File: config.mk
export PLATFORM = sky130hd
export DESIGN_NAME = ufb_top
export DESIGN_NICKNAME = d
export VERILOG_FILES = /design/src/pkg/ufb_pkg.sv /design/src/logic/ufb_top.sv
export VERILOG_INCLUDE_DIRS = /design/src /design/src/pkg
export SDC_FILE = /design/constraint.sdc
export NUM_CORES = 1
export LEC_CHECK = 0
export BUFFER_PORTS_ARGS = -buffer_cell sky130_fd_sc_hd__buf_2
export CAP_MARGIN = 0
export CORE_ASPECT_RATIO = 1.4
export CORE_MARGIN = 4
export CORE_UTILIZATION = 42
export CTS_CLUSTER_DIAMETER = 100
export DETAILED_ROUTE_END_ITERATION = 10
export HOLD_SLACK_MARGIN = 0.03
export PLACE_DENSITY = 0.64
export REMOVE_ABC_BUFFERS = 1
export SLEW_MARGIN = 20
export SYNTH_ARGS = -nofsm -noshare
export SYNTH_HDL_FRONTEND = slang
export SYNTH_SLANG_ARGS = --single-unit
File: constraint.sdc
create_clock -name ref_clk -period 12 [get_ports ref_clk]
set_input_delay 0.6 -clock ref_clk [delete_from_list [all_inputs] [get_ports ref_clk]]
set_output_delay 0.6 -clock ref_clk [all_outputs]
set_load 0.1 [all_outputs]
File: src/pkg/ufb_consts.svh
/*
 * Constants of the serial block: indices,
 * field positions, reset values, bit times.
 * Assumes inclusion by bare name.
 */
`ifndef UFB_CONSTS_SVH
`define UFB_CONSTS_SVH

`define UFB_NUM_CH      2
`define UFB_CH_BIT      5
`define UFB_MAP_TOP     6
`define UFB_IDX_DATA    3'h0
`define UFB_IDX_IEN     3'h1
`define UFB_IDX_IDN     3'h2
`define UFB_IDX_FMT     3'h3
`define UFB_IDX_MCT     3'h4
`define UFB_IDX_LST     3'h5
`define UFB_IDX_MST     3'h6
`define UFB_IDX_SCR     3'h7
`define UFB_FMT_STP     2
`define UFB_FMT_PAR     3
`define UFB_FMT_EVN     4
`define UFB_FMT_STICK   5
`define UFB_FMT_BRK     6
`define UFB_FMT_LAT     7
`define UFB_MCT_DTR     0
`define UFB_MCT_RTS     1
`define UFB_MCT_OUT1    2
`define UFB_MCT_OUT2    3
`define UFB_IEN_MASK    8'h0F
`define UFB_MCT_MASK    8'h1F
`define UFB_ALT_MASK    8'h07
`define UFB_IDN_NONE    8'h01
`define UFB_LEN_BASE    3'h4
`define UFB_BIT_LAST    5'h0F
`define UFB_STOP15_LAST 5'h17
`define UFB_STOP2_LAST  5'h1F
`define UFB_RX_MID      4'h7
`define UFB_RX_LAST     4'hF
`define UFB_TICK_AT     16'h0001

`endif

File: src/pkg/ufb_pkg.sv
/*
 * Types of the serial block: state
 * enums, channel and block state.
 * Assumes ufb_consts.svh on the include path.
 */
`default_nettype none

`include "ufb_consts.svh"

package ufb_pkg;

    typedef enum logic [2:0] {
        tx_idle, tx_start, tx_data, tx_par, tx_stop
    } ufb_tx_st_t;

    typedef enum logic [2:0] {
        rx_idle, rx_start, rx_data, rx_par, rx_stop, rx_brk
    } ufb_rx_st_t;

    typedef struct packed {
        logic [7:0]  fmt;
        logic [7:0]  ien;
        logic [7:0]  fcr;
        logic [7:0]  mct;
        logic [7:0]  alt;
        logic [7:0]  scr;
        logic [7:0]  dvl;
        logic [7:0]  dvh;
        logic [15:0] baud_cnt;
        logic [7:0]  hld;
        logic        hld_full;
        logic [7:0]  shf;
        ufb_tx_st_t  tx_st;
        logic [4:0]  tx_cnt;
        logic [2:0]  tx_bit;
        logic        tx_space;
        logic [7:0]  rbr;
        logic [7:0]  rx_sh;
        logic        dr;
        logic        oe;
        logic        pe;
        logic        fe;
        logic        bi;
        ufb_rx_st_t  rx_st;
        logic [3:0]  rx_cnt;
        logic [2:0]  rx_bit;
        logic        rx_perr;
        logic        rx_zero;
        logic [3:0]  mst_dlt;
        logic [3:0]  mst_prev;
        logic        mst_primed;
    } ufb_chan_t;

    typedef struct packed {
        ufb_chan_t [`UFB_NUM_CH-1:0] ch;
        logic                        wr_pend;
        logic [7:0]                  wr_addr;
        logic [7:0]                  rdata;
    } ufb_state_t;

endpackage

`default_nettype wire

File: src/logic/ufb_top.sv
/*
 * Dual serial channel behind an AHB-Lite slave.
 * Format, baud, transmit, receive, modem status.
 * Assumes one 125 MHz ref_clk, synchronous inputs.
 * Assumes one master, whole-word single transfers.
 */
// Contract
// each channel has its own register set
// format register reads back last write
// low two format bits pick 5 to 8 data bits
// stop select zero: one stop bit
// stop select one, five bits: 1.5 stop bits
// stop select one, longer: two stop bits
// receiver checks only the first stop bit
// enabled parity bit follows last data bit
// sense zero odd parity, one even
// fixed parity sends inverse of sense
// break holds output low; shifter runs on
// software clears break once tx empty
// latch bit steers to divisor, alternate
// baud divisor 1 to 65535
// 16x tick clocks own tx and rx
// divisor: low and high byte latches
// divisor byte write reloads counter
// software loads divisor before use
// software never writes divisor zero
// reset clears modem change flags
// empty flag: holding and shift empty
// reset: status 0x60, ident 0x01, out high
// reset: modem outputs high, no data
`timescale 1ns/100ps
`default_nettype none

`include "ufb_consts.svh"

module ufb_top (
    input  wire logic                   ref_clk,
    input  wire logic                   rst_n,
    input  wire logic                   hsel,
    input  wire logic [31:0]            haddr,
    input  wire logic [1:0]             htrans,
    input  wire logic                   hwrite,
    input  wire logic [2:0]             hsize,
    input  wire logic [31:0]            hwdata,
    input  wire logic                   hready,
    output logic                        hreadyout,
    output logic                        hresp,
    output logic [31:0]                 hrdata,
    input  wire logic [`UFB_NUM_CH-1:0] serial_in,
    output logic [`UFB_NUM_CH-1:0]      serial_out,
    input  wire logic [`UFB_NUM_CH-1:0] cts_n,
    input  wire logic [`UFB_NUM_CH-1:0] dsr_n,
    input  wire logic [`UFB_NUM_CH-1:0] ri_n,
    input  wire logic [`UFB_NUM_CH-1:0] dcd_n,
    output logic [`UFB_NUM_CH-1:0]      rts_n,
    output logic [`UFB_NUM_CH-1:0]      dtr_n,
    output logic [`UFB_NUM_CH-1:0]      out1_n,
    output logic [`UFB_NUM_CH-1:0]      out2_n
);

    ////////////////////////////////////////////////////////////////////
    // helpers

    function automatic logic ufb_hit(input logic [31:0] a, input int c);
        ufb_hit = (a[31:`UFB_MAP_TOP] == '0) && (a[`UFB_CH_BIT] == c[0]);
    endfunction

    function automatic logic [2:0] ufb_idx(input logic [31:0] a);
        ufb_idx = a[4:2];
    endfunction

    function automatic logic [2:0] ufb_last(input logic [7:0] l);
        ufb_last = 3'(`UFB_LEN_BASE + {1'b0, l[1:0]});
    endfunction

    // parity bit for a character, masked to its length
    function automatic logic ufb_par(input logic [7:0] l,
                                     input logic [7:0] d);
        logic [7:0] m;
        m = '0;
        for (int i = 0; i < 8; i++) begin
            m[i] = d[i] & (3'(i) <= ufb_last(l));
        end
        if (l[`UFB_FMT_STICK])
            ufb_par = ~l[`UFB_FMT_EVN];
        else
            ufb_par = (^m) ^ ~l[`UFB_FMT_EVN];
    endfunction

    ////////////////////////////////////////////////////////////////////
    // reset release

    logic [1:0] rst_sync_q;
    logic       rst_i_n;

    always_ff @(posedge ref_clk or negedge rst_n) begin
        if (!rst_n)
            rst_sync_q <= 2'b00;
        else
            rst_sync_q <= {rst_sync_q[0], 1'b1};
    end

    assign rst_i_n = rst_sync_q[1];

    ////////////////////////////////////////////////////////////////////
    // state

    ufb_pkg::ufb_state_t s_q;
    ufb_pkg::ufb_state_t s_d;

    always_comb begin
        logic       take;
        logic       rd;
        logic       wr;
        logic [2:0] ridx;
        logic [2:0] widx;
        logic       tick;
        logic       sin;
        logic [2:0] last;
        logic [4:0] stop_last;
        logic [3:0] cur;
        logic [7:0] wd;
        take      = 1'b0;
        rd        = 1'b0;
        wr        = 1'b0;
        ridx      = '0;
        widx      = '0;
        tick      = 1'b0;
        sin       = 1'b1;
        last      = '0;
        stop_last = '0;
        cur       = '0;
        wd        = hwdata[7:0];
        s_d       = s_q;

        // zero-wait slave
        take         = hsel & htrans[1] & hready;
        s_d.wr_pend  = take & hwrite & (haddr[31:`UFB_MAP_TOP] == '0);
        s_d.wr_addr  = take ? haddr[7:0] : s_q.wr_addr;
        s_d.rdata    = 8'h00;
        ridx         = ufb_idx(haddr);
        widx         = ufb_idx({24'h0, s_q.wr_addr});

        for (int c = 0; c < `UFB_NUM_CH; c++) begin
            rd   = take & ~hwrite & ufb_hit(haddr, c);
            wr   = s_q.wr_pend & ufb_hit({24'h0, s_q.wr_addr}, c);
            sin  = serial_in[c];
            last = ufb_last(s_q.ch[c].fmt);
            cur  = {~dcd_n[c], ~ri_n[c], ~dsr_n[c], ~cts_n[c]};

            //////////////////////////////////////////////////////////
            // reads: data next cycle
            if (rd) begin
                case (ridx)
                    `UFB_IDX_DATA: begin
                        if (s_q.ch[c].fmt[`UFB_FMT_LAT]) begin
                            s_d.rdata = s_q.ch[c].dvl;
                        end else begin
                            s_d.rdata    = s_q.ch[c].rbr;
                            s_d.ch[c].dr = 1'b0;
                        end
                    end
                    `UFB_IDX_IEN: begin
                        s_d.rdata = s_q.ch[c].fmt[`UFB_FMT_LAT]
                                  ? s_q.ch[c].dvh : s_q.ch[c].ien;
                    end
                    `UFB_IDX_IDN: begin
                        s_d.rdata = s_q.ch[c].fmt[`UFB_FMT_LAT]
                                  ? s_q.ch[c].alt : `UFB_IDN_NONE;
                    end
                    `UFB_IDX_FMT: s_d.rdata = s_q.ch[c].fmt;
                    `UFB_IDX_MCT: s_d.rdata = s_q.ch[c].mct;
                    `UFB_IDX_LST: begin
                        s_d.rdata = {1'b0,
                            ~s_q.ch[c].hld_full &
                            (s_q.ch[c].tx_st == ufb_pkg::tx_idle),
                            ~s_q.ch[c].hld_full, s_q.ch[c].bi,
                            s_q.ch[c].fe, s_q.ch[c].pe, s_q.ch[c].oe,
                            s_q.ch[c].dr};
                        s_d.ch[c].oe = 1'b0;
                        s_d.ch[c].pe = 1'b0;
                        s_d.ch[c].fe = 1'b0;
                        s_d.ch[c].bi = 1'b0;
                    end
                    `UFB_IDX_MST: begin
                        s_d.rdata         = {cur, s_q.ch[c].mst_dlt};
                        s_d.ch[c].mst_dlt = 4'h0;
                    end
                    default: s_d.rdata = s_q.ch[c].scr;
                endcase
            end

            //////////////////////////////////////////////////////////
            // baud generator, 16x rate for both directions
            tick = (s_q.ch[c].baud_cnt <= `UFB_TICK_AT);
            s_d.ch[c].baud_cnt = tick
                ? {s_q.ch[c].dvh, s_q.ch[c].dvl}
                : 16'(s_q.ch[c].baud_cnt - 16'h0001);

            //////////////////////////////////////////////////////////
            // transmitter, one bit per 16 ticks
            if (s_q.ch[c].fmt[`UFB_FMT_STP] == 1'b0)
                stop_last = `UFB_BIT_LAST;
            else if (s_q.ch[c].fmt[1:0] == 2'b00)
                stop_last = `UFB_STOP15_LAST;
            else
                stop_last = `UFB_STOP2_LAST;

            if (tick) begin
                s_d.ch[c].tx_cnt = 5'(s_q.ch[c].tx_cnt + 5'h01);
                case (s_q.ch[c].tx_st)
                    ufb_pkg::tx_idle: begin
                        s_d.ch[c].tx_space = 1'b0;
                        s_d.ch[c].tx_cnt   = 5'h00;
                        if (s_q.ch[c].hld_full) begin
                            s_d.ch[c].shf      = s_q.ch[c].hld;
                            s_d.ch[c].hld_full = 1'b0;
                            s_d.ch[c].tx_st    = ufb_pkg::tx_start;
                            s_d.ch[c].tx_space = 1'b1;
                        end
                    end
                    ufb_pkg::tx_start: begin
                        if (s_q.ch[c].tx_cnt == `UFB_BIT_LAST) begin
                            s_d.ch[c].tx_cnt   = 5'h00;
                            s_d.ch[c].tx_bit   = 3'h0;
                            s_d.ch[c].tx_st    = ufb_pkg::tx_data;
                            s_d.ch[c].tx_space = ~s_q.ch[c].shf[0];
                        end
                    end
                    ufb_pkg::tx_data: begin
                        if (s_q.ch[c].tx_cnt == `UFB_BIT_LAST) begin
                            s_d.ch[c].tx_cnt = 5'h00;
                            if (s_q.ch[c].tx_bit != last) begin
                                s_d.ch[c].tx_bit   = 3'(s_q.ch[c].tx_bit + 3'h1);
                                s_d.ch[c].tx_space =
                                    ~s_q.ch[c].shf[3'(s_q.ch[c].tx_bit + 3'h1)];
                            end else if (s_q.ch[c].fmt[`UFB_FMT_PAR]) begin
                                s_d.ch[c].tx_st    = ufb_pkg::tx_par;
                                s_d.ch[c].tx_space =
                                    ~ufb_par(s_q.ch[c].fmt, s_q.ch[c].shf);
                            end else begin
                                s_d.ch[c].tx_st    = ufb_pkg::tx_stop;
                                s_d.ch[c].tx_space = 1'b0;
                            end
                        end
                    end
                    ufb_pkg::tx_par: begin
                        if (s_q.ch[c].tx_cnt == `UFB_BIT_LAST) begin
                            s_d.ch[c].tx_cnt   = 5'h00;
                            s_d.ch[c].tx_st    = ufb_pkg::tx_stop;
                            s_d.ch[c].tx_space = 1'b0;
                        end
                    end
                    ufb_pkg::tx_stop: begin
                        if (s_q.ch[c].tx_cnt == stop_last) begin
                            s_d.ch[c].tx_cnt = 5'h00;
                            s_d.ch[c].tx_st  = ufb_pkg::tx_idle;
                        end
                    end
                    default: s_d.ch[c].tx_st = ufb_pkg::tx_idle;
                endcase
            end

            //////////////////////////////////////////////////////////
            // receiver, sampling mid-bit
            if (tick) begin
                s_d.ch[c].rx_cnt = 4'(s_q.ch[c].rx_cnt + 4'h1);
                case (s_q.ch[c].rx_st)
                    ufb_pkg::rx_idle: begin
                        s_d.ch[c].rx_cnt = 4'h0;
                        if (!sin)
                            s_d.ch[c].rx_st = ufb_pkg::rx_start;
                    end
                    ufb_pkg::rx_start: begin
                        if (s_q.ch[c].rx_cnt == `UFB_RX_MID) begin
                            s_d.ch[c].rx_cnt  = 4'h0;
                            s_d.ch[c].rx_bit  = 3'h0;
                            s_d.ch[c].rx_sh   = 8'h00;
                            s_d.ch[c].rx_perr = 1'b0;
                            s_d.ch[c].rx_zero = 1'b1;
                            // a glitch shorter than half a bit is no start
                            s_d.ch[c].rx_st = sin ? ufb_pkg::rx_idle
                                                  : ufb_pkg::rx_data;
                        end
                    end
                    ufb_pkg::rx_data: begin
                        if (s_q.ch[c].rx_cnt == `UFB_RX_LAST) begin
                            s_d.ch[c].rx_sh[s_q.ch[c].rx_bit] = sin;
                            s_d.ch[c].rx_zero = s_q.ch[c].rx_zero & ~sin;
                            s_d.ch[c].rx_bit  = 3'(s_q.ch[c].rx_bit + 3'h1);
                            if (s_q.ch[c].rx_bit == last)
                                s_d.ch[c].rx_st = s_q.ch[c].fmt[`UFB_FMT_PAR]
                                    ? ufb_pkg::rx_par : ufb_pkg::rx_stop;
                        end
                    end
                    ufb_pkg::rx_par: begin
                        if (s_q.ch[c].rx_cnt == `UFB_RX_LAST) begin
                            s_d.ch[c].rx_perr = sin ^
                                ufb_par(s_q.ch[c].fmt, s_q.ch[c].rx_sh);
                            s_d.ch[c].rx_zero = s_q.ch[c].rx_zero & ~sin;
                            s_d.ch[c].rx_st   = ufb_pkg::rx_stop;
                        end
                    end
                    ufb_pkg::rx_stop: begin
                        // only the first stop bit is looked at
                        if (s_q.ch[c].rx_cnt == `UFB_RX_LAST) begin
                            s_d.ch[c].rbr = s_q.ch[c].rx_sh;
                            s_d.ch[c].dr  = 1'b1;
                            if (s_q.ch[c].dr)
                                s_d.ch[c].oe = 1'b1;
                            if (s_q.ch[c].rx_perr)
                                s_d.ch[c].pe = 1'b1;
                            if (!sin)
                                s_d.ch[c].fe = 1'b1;
                            if (!sin && s_q.ch[c].rx_zero) begin
                                s_d.ch[c].bi    = 1'b1;
                                s_d.ch[c].rx_st = ufb_pkg::rx_brk;
                            end else begin
                                s_d.ch[c].rx_st = ufb_pkg::rx_idle;
                            end
                        end
                    end
                    ufb_pkg::rx_brk: begin
                        // one zero char per break, then await mark
                        if (sin)
                            s_d.ch[c].rx_st = ufb_pkg::rx_idle;
                    end
                    default: s_d.ch[c].rx_st = ufb_pkg::rx_idle;
                endcase
            end

            //////////////////////////////////////////////////////////
            // change flags; set beats read clear
            s_d.ch[c].mst_prev   = cur;
            s_d.ch[c].mst_primed = 1'b1;
            if (s_q.ch[c].mst_primed) begin
                s_d.ch[c].mst_dlt = s_d.ch[c].mst_dlt |
                    {cur[3] ^ s_q.ch[c].mst_prev[3],
                     s_q.ch[c].mst_prev[2] & ~cur[2],
                     cur[1:0] ^ s_q.ch[c].mst_prev[1:0]};
            end

            //////////////////////////////////////////////////////////
            // writes in the data phase
            if (wr) begin
                case (widx)
                    `UFB_IDX_DATA: begin
                        if (s_q.ch[c].fmt[`UFB_FMT_LAT]) begin
                            s_d.ch[c].dvl      = wd;
                            s_d.ch[c].baud_cnt = {s_q.ch[c].dvh, wd};
                        end else begin
                            s_d.ch[c].hld      = wd;
                            s_d.ch[c].hld_full = 1'b1;
                        end
                    end
                    `UFB_IDX_IEN: begin
                        if (s_q.ch[c].fmt[`UFB_FMT_LAT]) begin
                            s_d.ch[c].dvh      = wd;
                            s_d.ch[c].baud_cnt = {wd, s_q.ch[c].dvl};
                        end else begin
                            s_d.ch[c].ien = wd & `UFB_IEN_MASK;
                        end
                    end
                    `UFB_IDX_IDN: begin
                        if (s_q.ch[c].fmt[`UFB_FMT_LAT])
                            s_d.ch[c].alt = wd & `UFB_ALT_MASK;
                        else
                            s_d.ch[c].fcr = wd;
                    end
                    `UFB_IDX_FMT: s_d.ch[c].fmt = wd;
                    `UFB_IDX_MCT: s_d.ch[c].mct = wd & `UFB_MCT_MASK;
                    `UFB_IDX_SCR: s_d.ch[c].scr = wd;
                    default: ;
                endcase
            end
        end
    end

    // all-zero state is the documented reset image
    always_ff @(posedge ref_clk or negedge rst_i_n) begin
        if (!rst_i_n)
            s_q <= '0;
        else
            s_q <= s_d;
    end

    ////////////////////////////////////////////////////////////////////
    // outputs

    assign hreadyout = 1'b1;
    assign hresp     = 1'b0;
    assign hrdata    = {24'h000000, s_q.rdata};

    genvar g;
    generate
        for (g = 0; g < `UFB_NUM_CH; g++) begin : g_pin
            // break masks the pin only
            assign serial_out[g] = ~(s_q.ch[g].tx_space |
                                     s_q.ch[g].fmt[`UFB_FMT_BRK]);
            assign rts_n[g]  = ~s_q.ch[g].mct[`UFB_MCT_RTS];
            assign dtr_n[g]  = ~s_q.ch[g].mct[`UFB_MCT_DTR];
            assign out1_n[g] = ~s_q.ch[g].mct[`UFB_MCT_OUT1];
            assign out2_n[g] = ~s_q.ch[g].mct[`UFB_MCT_OUT2];
        end
    endgenerate

endmodule // ufb_top

`default_nettype wire

=== Yosys cells after proc, flatten, opt, wreduce, memory -nomap -nowiden ===
Index checks and enable logic that the tools add are counted.

* ROM bits: 0
* Bits in latches: 0
* Memories: 0
* Output and inout bits: 44
* Bits of input ports: 84
* Word-level logic and storage cells: 492
* Flip-flop bits (word level): 280
* RAM bits: 0

* Bitwise gates (word level): 96
* Shifts and indexed selects: 0
* Add/subtract/negate cells: 12
* Multiplexer cells: 160
* Reduce and logical (&&, ||, !) cells: 68
* $lt $le $gt $ge: 24
* Divide/modulo/power cells: 0
* Eq/ne operators: 69
* Multipliers: 0

{| class="wikitable"
|+ Operators by type and width
! operator !! count
|-
| $mux W8 || 16
|-
| $pmux W8 S7 || 2
|-
| $mux W12 || 6
|-
| $mux W3 || 22
|-
| $mux W16 || 4
|-
| $pmux W16 S2 || 2
|-
| $ne A2 B2 Y1 const B || 28
|-
| $mux W9 || 6
|-
| $mux W25 || 2
|-
| $pmux W5 S5 || 2
|-
| $mux W24 || 2
|-
| $and A1 B1 Y1 || 47
|-
| $mux W1 || 46
|-
| $mux W21 || 2
|-
| $reduce_and A3 Y1 || 14
|-
| $mux W4 || 10
|-
| $eq A3 B2 Y1 const B || 12
|-
| $pmux W3 S6 || 2
|-
| $not A1 Y1 || 35
|-
| $mux W17 || 2
|-
| $eq A3 B3 Y1 const B || 11
|-
| $le A16 B1 Y1 const B || 2
|-
| $pmux W8 S2 || 2
|-
| $reduce_xor A8 Y1 || 4
|-
| 46 further kinds || 148
|}

=== Longest topological paths before layout ===
Gate-level depths: netlist of the first run.

* Depth after elaboration: 20
* Depth in mapped cells: 10
* Mapped depth without buffers: 10

=== Worst setup path before layout of the first run ===
Ideal clock, no wire load.

* Kind: reg-to-reg
* From: register s_q[92] (netlist name)
* To: register s_q[26] (netlist name)
* Slack: 9.116 ns
* Setup time: 0.134 ns
* Required time: 11.866 ns
* Stages on the path, launching flop included: 9
* Data arrival time: 2.751 ns
* Period minus slack after synthesis: 2.884 ns
* Buffers on the path: 3
* Path through: dfrtp_1 or4_4 or3_1 buf_2 or4b_2 clkbuf_1 buf_2 o41ai_1 o21ai_1

* Word-level cells in the longest chain between the ends: 2

{| class="wikitable"
|+ Ends and longest elaborated chain
! what !! RTL line !! source
|-
| start: declaration || ufb_top.sv:108 || <nowiki>ufb_pkg::ufb_state_t s_q;</nowiki>
|-
| start signal: assignment || ufb_top.sv:382 || <nowiki>s_q <= '0;</nowiki>
|-
| start signal: assignment || ufb_top.sv:384 || <nowiki>s_q <= s_d;</nowiki>
|-
| $le A16 B1 Y1 (no source line) || - ||
|-
| $reduce_and A5 Y1 (no source line) || - ||
|}

No other way between the ends.
A chain may end at the register's enable or synchronous reset.

=== Final worst setup path of the first run ===
* From: register s_q[92] (netlist name)
* To: register s_q[48] (netlist name)

* Word-level cells in the longest chain between the ends: 2

{| class="wikitable"
|+ Ends and longest elaborated chain
! what
|-
| $le A16 B1 Y1 (no source line)
|-
| $reduce_and A4 Y1 (no source line)
|}

No other way between the ends.

==> results of run 1 <==
## critical path: stages (launching register included)
cell and delay, ns:
dfrtp_1 0.43, or4_4 0.57, or3_1 0.56, nor4b_4 0.76, o211ai_2 0.42, or3_1 0.54
o31ai_1 0.28
## flip-flops by register name (all words and copies together) (netlist names)
name and flops:
rst_sync_q 2, hrdata 8, s_q 268
## cells in the final DEF, fill, tap and decap left out, drive strengths merged, types with 6 or more instances in the layout
cell type and instances:
a21o 9, a21oi 44, a22o 12, a22oi 6, a31oi 22, a32o 6
and3 7, and3b 6, buf 82, clkbuf 43, conb 28, dfrtp 278
ha 16, inv 53, mux2 104, mux2i 28, nand2 247, nand2b 16
nand3 41, nand4 8, nor2 94, nor2b 29, nor3 32, nor3b 10
nor4 17, o211ai 21, o21ai 121, o221ai 7, o22ai 26, o31ai 20
or3 17, or4 11, xnor2 41, xor2 20
## power breakdown
group	total, mW	leakage, nW	internal (mW)	switching (mW)
clock	0.969	0.501	0.585	0.383
combinational	0.135	3.41	0.0280	0.107
sequential	0.963	3.32	0.948	0.0152
total	2.07	7.23	1.56	0.505
## cells by family (layout without fill, tap and decap cells)
family	after synthesis	in the layout	synth area share
simple gates	560	560	0.179
compound gates	334	334	0.143
flops	278	278	0.467
buf+inv	171	188	0.0519
mux	136	136	0.103
xor+xnor	65	65	0.0419
fa+ha+maj	16	16	0.0134
other cells	2	28	0.000504
## cell type report
class	count	area, um^2	share of cell area
Clock buffer	43	868	0.0526
Inverter	52	195	0.0118
Sequential cell	278	6960	0.422
Clock inverter	10	163	0.00986
Multi-Input combinational cell	1139	7300	0.442
Timing Repair Buffer	83	448	0.0271
Tap cell	456	571	0.0346
## timing repair
action,4_1_cts,5_1_grt
endpoints found under the setup margin,0,0
endpoints found under the hold margin,2,0
hold buffers,1,0
## stage by stage
step	hold slack, ns	utilization
6_report	0.200	0.472
5_1_grt	0.188	0.472
4_1_cts	0.170	0.472
3_5_place_dp	0.348	0.442
3_3_place_gp	0.337	0.442
2_1_floorplan	0.304	-
## per-layer routing
| metal | GRT usage | share of wire |
|---|---|---|
| met4 | 0.0726 | 0.033 |
| met5 | 0 | 0 |
| met2 | 0.367 | 0.51 |
| met3 | 0.0219 | 0.037 |
| met1 | 0.253 | 0.41 |
## final timing paths
kind	startpoint	endpoint	slack (ns)	cells after the start
worst max-delay path	s_q[92]	s_q[48]	8.36	6
worst min-delay path	ri_n[0]	s_q[20]	0.20	2
worst max register to register	s_q[92]	s_q[48]	8.36	6
worst min register to register	rst_sync_q[0]	rst_sync_q[1]	0.36	0
max in group asynchronous	rst_sync_q[1]	s_q[268]	10.08	1
min in group asynchronous	rst_n	rst_sync_q[1]	0.35	2
==> run metrics, run 1 <==
status=complete, no violations; fin crit period=~3.6 ns; overall routing resource usage=0.204; largest net degree at the start of global routing=77; prevailing post-synth register cell=dfrtp_1; CTS tree=yes; die area=just under 40000 um^2; chip width=167 um; total congestion overflow=0; routability cong.=between 0.8 and 0.9; Tcrit/Tclk final=0.304; Placed Cells=around 2k; final std cells w/o fill=approximately 2.1k; Mapped Area=14900 um^2; layout cells sized above 1=0.159; FFs w/ async S/R, synth=1.00; Max Cap Viol=0; final clock skew=between 0.02 and 0.025 ns; ANT nets after route=0; final hold vios=0; area leader, netlist=dfrtp_1; power per cell area=125 nW/um^2; Worst Setup End Kind=flip-flop; final WL=between 40 and 50 mm; row cnt=81; most common cell in the netlist=dfrtp_1; DRT Pass-1 Iters=5; FF+latch count, synth=278; synth warn=0; nets@finish=1683; CTS Buf Count=29; Clock Latency Late Sink=between 0.5 and 0.6 ns; Synth top area share=0.467; H-tree depth=1; VDD IR max=a little over 0.1 mV; Crit path required time=12.47 ns; PnR Total Power=approximately 2.1 mW; Fillers=around 3.3k; die height=about 230 um; startpoint class of the critical path=flip-flop; Post-synth EDFFs=0; CP Class=reg -> reg; Post-Route Setup TNS=0 ns; vias=approximately 12k; via/cell ratio=5.67; Initial Util=0.426; clk buf depth=3; initial antenna violation count=0; RSZ-0062 raised after global routing=no; Slew Limit Fails=0; Slew headroom=0.249; num ports=around 130; P&R area growth vs syn=10.7%; Distinct cells, synth=74; IO Port Bufs=about 70; WP data arrival=between 4 and 5 ns; HP Class=in -> reg; placed cell area=15500 um^2; Setup Fix Bufs, Post-CTS=0; worst-path fanout max=14; Root Buffer=clkbuf_16; setup violators final=0; post-CTS sizing=0; core area=approximately 35000 um^2; CTS sink count=278; top cells by count, synth=dfrtp_1 (278), nand2_1 (247), o21ai_0 (117); synth top area cells=dfrtp_1 (47%), mux2_2 (7.9%), nand2_1 (6.2%); Antenna Diode Count=0; Leakage=about 7.2 nW; number of DRC markers in iteration 0=between 900 and 1k; post-route cell area=16500 um^2; Syn Inst Count=1562; Remaining DRCs=0; f_max=around 270 MHz; DP HPWL=28.0 mm; number of global-route vias before repair=between 10k and 15k; first-pass GRT wire length=63.6 mm; sequential area share after synthesis=0.467; DP Worst Slack=8.33 ns; clock-pin transition on the worst setup and hold timing paths=roughly 0.06 ns; Worst-Margin Slew=1.12 ns; syn_area_per_cell=roughly 9.5 um^2; final worst slack=8.36 ns; wire per inst=around 20 um
Power figures use the tool's default switching activity.
==> run 2: changes to the inputs <==
Clock period 12 ns to 3.53 ns, I/O delays scaled along.
==> run metrics, run 2 (same netlist as run 1, synthesis figures left out) <==
commonest cells after routing, fill and taps aside=dfrtp_1 (277), nand2_1 (247), o21ai_0 (117), mux2_2 (104), nor2_1 (94) (unchanged); nets@finish=1720 (was 1683); Fillers=3276 (was 3313); die area=38600 um^2 (unchanged); Worst-Margin Slew=0.888 ns (was 1.12 ns); worst-path fanout max=10 (was 14); Root Buffer=clkbuf_16 (unchanged); setup violators final=0 (unchanged); number of DRC markers in iteration 0=922 (was 978); startpoint class of the critical path=flip-flop (unchanged); ANT nets after route=0 (unchanged); Crit path largest cell delay=0.84 ns (was 0.76 ns); CTS Buf Count=30 (was 29); Top reg by flops=s_q (unchanged); Crit path depth=6 (unchanged); post-route cell area=16900 um^2 (was 16500 um^2); max reg flops=268 (unchanged); clk buf depth=3 (unchanged); routability cong.=0.875 (was 0.895); CTS sink count=278 (unchanged); worst path bufs/invs=0 (unchanged); chip width=167 um (unchanged); placed cell area=15600 um^2 (was 15500 um^2); Crit path required time=3.99 ns (was 12.47 ns); Slew Limit Fails=0 (unchanged); Initial Util=0.426 (unchanged); DP Worst Slack=0.459 ns (was 8.33 ns); Slowest-stage cell, CP=or4b_2 (was nor4b_4); Leakage=7.43 nW (was 7.23 nW); VDD IR max=0.334 mV (was 0.102 mV); overall routing resource usage=0.209 (was 0.204); vias=11.9k (was 11.7k); WP data arrival=3.55 ns (was 4.11 ns); IO Port Bufs=71 (unchanged); most common cell after layout, fill and taps aside=dfrtp_1 (unchanged); final worst slack=0.439 ns (was 8.36 ns); HP Class=in -> reg (unchanged); DP HPWL=28.8 mm (was 28.0 mm); num ports=128 (unchanged); die height=231 um (unchanged); Antenna Diode Count=0 (unchanged); number of global-route vias before repair=11.8k (was 11.4k); DRT Pass-1 Iters=5 (unchanged); hold depth=3 (was 2); H-tree depth=1 (unchanged); crit-path cells=or4_4 > or3_1 > or4b_2 > o31ai_1 > nand3_1 > a41o_1 (was or4_4 > or3_1 > nor4b_4 > o211ai_2 > or3_1 > o31ai_1); R2R cell count=6 (unchanged); Max Cap Viol=0 (unchanged); Worst Setup End Kind=flip-flop (unchanged); Clock Latency Late Sink=0.57 ns (about the same); CP delay by family, top=simple AND/OR/NAND/NOR gates (unchanged); final hold vios=0 (unchanged); CP Class=reg -> reg (unchanged); Slew headroom=0.408 (was 0.249); final clock skew=0.0144 ns (was 0.0209 ns); post-CTS sizing=0 (unchanged); via/cell ratio=5.69 (was 5.67); status=complete, no violations (unchanged); P&R area growth vs syn=13.2% (was 10.7%); core area=35000 um^2 (unchanged); fin crit period=3.09 ns (was 3.64 ns); total congestion overflow=0 (unchanged); power per cell area=419 nW/um^2 (was 125 nW/um^2); largest net degree at the start of global routing=65 (was 77); clock-pin transition on the worst setup and hold timing paths=0.06 ns (about the same); row cnt=81 (unchanged); initial antenna violation count=0 (unchanged); final WL=40.9 mm (was 40.1 mm); layout cells sized above 1=0.165 (was 0.159); wire per inst=19.5 um (about the same); first-pass GRT wire length=65.4 mm (was 63.6 mm); f_max=324 MHz (was 274 MHz); Tcrit/Tclk final=0.876 (was 0.304); CTS tree=yes (unchanged); RSZ-0062 raised after global routing=no (unchanged); Remaining DRCs=0 (unchanged)
[run 2: cell count changes in the layout (fill, tap and decap cells not counted), moves of 2 or more]
cell,previous run,this run
clkinv_2,2,5
dlygate4sd3_1,1,20
clkbuf_16,29,31
nor3_1,30,32
nor3_2,2,0
buf_4,11,24
buf_12,0,4
[run 2: timing repair]
action,CTS,global route
setup buffers,0,0
hold buffers,20,0
endpoints found under the hold margin,32,0
[run 2: per-stage QoR]
step | total power, mW | std cells | hold WS [ns] | TNS (ns) | utilization
4_1_cts | 7.14 | 2099 | 0.0335 | 0 | 0.482
2_1_floorplan | 3.61 | 1469 | -0.119 | -1322.39 | -
3_3_place_gp | 3.79 | 2024 | -0.0377 | 0 | 0.447
6_report | 7.08 | 2099 | 0.0456 | 0 | 0.482
5_1_grt | 7.31 | 2099 | 0.0320 | 0 | 0.482
3_5_place_dp | 3.79 | 2024 | -0.0372 | 0 | 0.447
[run 2: worst paths after layout]
kind,start,endpoint,slack [ns]
setup / recovery,s_q[92],s_q[59],0.44
hold / removal,hwdata[5],s_q[268],0.05
setup reg to reg,s_q[92],s_q[59],0.44
hold reg to reg,rst_sync_q[0],rst_sync_q[1],0.35
max in group asynchronous,rst_sync_q[1],s_q[186],2.19
min in group asynchronous,rst_sync_q[1],s_q[234],0.45
[run 2: layout make-up]
type                    instances  area, um^2  area share
flip-flops and latches        278        6960       0.413
repair buffers                119         816      0.0484
inverters                      52         195      0.0116
clock inverters                12         150     0.00890
multi-input cells            1139        7280       0.431
clock buffers                  43         901      0.0534
well taps                     456         571      0.0338
[run 2: report_power, final]
part	total (mW)	switching, mW	leakage, nW	internal (mW)
sequential	3.27	0.0510	3.32	3.22
clock	3.32	1.33	0.517	1.99
combinational	0.480	0.364	3.59	0.116
[run 2: worst min-delay path: stages]
cell	delay, ns
buf_2	0.24
nand2_1	0.11
nand2_1	0.05
[run 2: per-layer routing]
metal	GRT usage	wire length [um]	vias up
met2	0.369	20700	302
li1	-	-	5609
met5	0	0	-
met1	0.256	16600	5931
met3	0.0240	1680	95
met4	0.0931	1950	0
==> run 3: changes to the inputs <==
Settings changed: CORE_MARGIN 4 to 2, GPL_TIMING_DRIVEN set to 0.
==> run metrics, run 3 (same netlist as run 1, synthesis figures left out) <==
number of DRC markers in iteration 0=1004 (was 922); P&R area growth vs syn=12.2% (was 13.2%); Slew headroom=0.253 (was 0.408); num ports=128 (unchanged); Placed Cells=2004 (was 2024); Root Buffer=clkbuf_16 (unchanged); startpoint class of the critical path=flip-flop (unchanged); chip width=163 um (was 167 um); placed cell area=15500 um^2 (was 15600 um^2); worst path bufs/invs=0 (unchanged); Clock power frac=0.457 (was 0.470); R2R cell count=6 (unchanged); Slew Limit Fails=0 (unchanged); IO Port Bufs=71 (unchanged); VDD IR max=0.381 mV (was 0.334 mV); CP delay by family, top=simple AND/OR/NAND/NOR gates (unchanged); Flop pwr share=0.472 (was 0.462); layout cells sized above 1=0.159 (was 0.165); die height=227 um (was 231 um); HP Class=in -> reg (unchanged); Register Area=6960 um^2 (unchanged); first-pass GRT wire length=63.6 mm (was 65.4 mm); final clock skew=0.0105 ns (was 0.0144 ns); Multi-input gate area=7340 um^2 (was 7280 um^2); hold depth=3 (unchanged); Post-Route Setup TNS=0 ns (unchanged); Finished Core Util=0.479 (was 0.482); final WL=40.1 mm (was 40.9 mm); Crit path largest cell delay=0.93 ns (was 0.84 ns); PnR Total Power=6.92 mW (was 7.08 mW); ANT nets after route=0 (unchanged); final hold vios=0 (unchanged); nets@finish=1698 (was 1720); Remaining DRCs=0 (unchanged); Clock Latency Late Sink=0.56 ns (was 0.57 ns); clk buf depth=3 (unchanged); initial antenna violation count=0 (unchanged); worst-path fanout max=14 (was 10); Top reg by flops=s_q (unchanged); wire per inst=19.3 um (was 19.5 um); clock-pin transition on the worst setup and hold timing paths=0.07 ns (was 0.06 ns); H-tree depth=1 (unchanged); largest net degree at the start of global routing=56 (was 65); minimum hold slack=0.0527 ns (was 0.0456 ns); Crit path depth=6 (unchanged); Crit path required time=3.97 ns (was 3.99 ns); CP Class=reg -> reg (unchanged); number of global-route vias before repair=11.6k (was 11.8k); core area=35000 um^2 (unchanged); NetSw=1.70 mW (was 1.75 mW); via/cell ratio=5.67 (was 5.69); max reg flops=268 (unchanged); Leakage=7.32 nW (was 7.43 nW); power per cell area=414 nW/um^2 (was 419 nW/um^2); crit-path cells=or4_4 > or3_1 > or4b_2 > o31ai_1 > nand3_1 > a41o_1 (unchanged); DP HPWL=28.1 mm (was 28.8 mm); Antenna Diode Count=0 (unchanged); DRT Pass-1 Iters=7 (was 5); die area=37000 um^2 (was 38600 um^2); Worst-Margin Slew=1.12 ns (was 0.888 ns); Sw Ratio=0.246 (was 0.247); Tcrit/Tclk final=0.921 (was 0.876); fin crit period=3.25 ns (was 3.09 ns); final std cells w/o fill=2074 (was 2099); post-route cell area=16700 um^2 (was 16900 um^2); CTS sink count=278 (unchanged); commonest cells after routing, fill and taps aside=dfrtp_1 (277), nand2_1 (247), o21ai_0 (117), mux2_2 (104), nor2_1 (94) (unchanged); flop-to-flop setup slack=0.28 ns (was 0.44 ns); vias=11.8k (was 11.9k); total congestion overflow=0 (unchanged); DP Worst Slack=-0.264 ns (was 0.459 ns); overall routing resource usage=0.219 (was 0.209); RSZ-0062 raised after global routing=no (unchanged); most common cell after layout, fill and taps aside=dfrtp_1 (unchanged); CTS Buf Count=29 (was 30); row cnt=81 (unchanged); Slowest-stage cell, CP=or4b_2 (unchanged); status=complete, no violations (unchanged); Fillers=3291 (was 3276); setup violators final=0 (unchanged); f_max=307 MHz (was 324 MHz); routability cong.=0.851 (was 0.875); Max Cap Viol=0 (unchanged); Internal=5.22 mW (was 5.33 mW); Initial Util=0.426 (unchanged); Worst Setup End Kind=flip-flop (unchanged); CTS tree=yes (unchanged); final worst slack=0.277 ns (was 0.439 ns); combinational share of power=0.071 (was 0.068); WP data arrival=3.70 ns (was 3.55 ns)
-- run 3: cell count changes in the layout (fill, tap and decap cells not counted), moves of 3 or more --
cell	before	now
buf_12	4	1
buf_16	0	4
buf_4	24	3
clkbuf_8	8	4
dlygate4sd3_1	20	17
nor3_1	32	28
nor3_2	0	4
-- run 3: power by group through the flow --
| stage | sequential, mW | clock, mW | combinational (mW) |
|---|---|---|---|
| after global routing | 3.27 | 3.34 | 0.521 |
| after global placement | 3.38 | 0 | 0.396 |
| after detailed placement | 3.32 | 0 | 0.475 |
| final | 3.27 | 3.16 | 0.489 |
| after CTS | 3.27 | 3.22 | 0.490 |
| after floorplan | 3.35 | 0 | 0.263 |
-- run 3: path summary, 6_finish.rpt --
kind / endpoint / from
setup / recovery: s_q[59] / s_q[92]
hold / removal: s_q[110] / hwdata[6]
setup reg to reg: s_q[59] / s_q[92]
hold reg to reg: s_q[72] / rst_sync_q[1]
max in group asynchronous: s_q[267] / rst_sync_q[1]
min in group asynchronous: s_q[72] / rst_sync_q[1]
-- run 3: what timing repair did --
item	in CTS	in global routing
pin swaps	1	0
endpoints found under the setup margin	20	12
gates resized for setup	1	5
hold buffers	17	0
buffers inserted	2	0
hold endpoints to repair	24	0
-- run 3: layer usage --
metal	vias up	global-route usage	part of all wire	routed length, um
li1	5561	-	-	-
met1	5812	0.267	0.40	16100
met2	295	0.391	0.51	20500
met3	99	0.0189	0.040	1600
met4	0	0.103	0.047	1880
met5	-	0	0	0
-- run 3: layout make-up --
| cell class | count | area share |
|---|---|---|
| Clock buffer | 39 | 0.0480 |
| Clock inverter | 12 | 0.00994 |
| Sequential cell | 278 | 0.416 |
| Inverter | 52 | 0.0117 |
| Tap cell | 456 | 0.0341 |
| Multi-Input combinational cell | 1139 | 0.439 |
| Timing Repair Buffer | 98 | 0.0415 |
-- run 3: tightest hold or removal path, cell delays in order --
cell and delay (ns):
buf_2 0.24, nand2_1 0.10, nand2_1 0.05
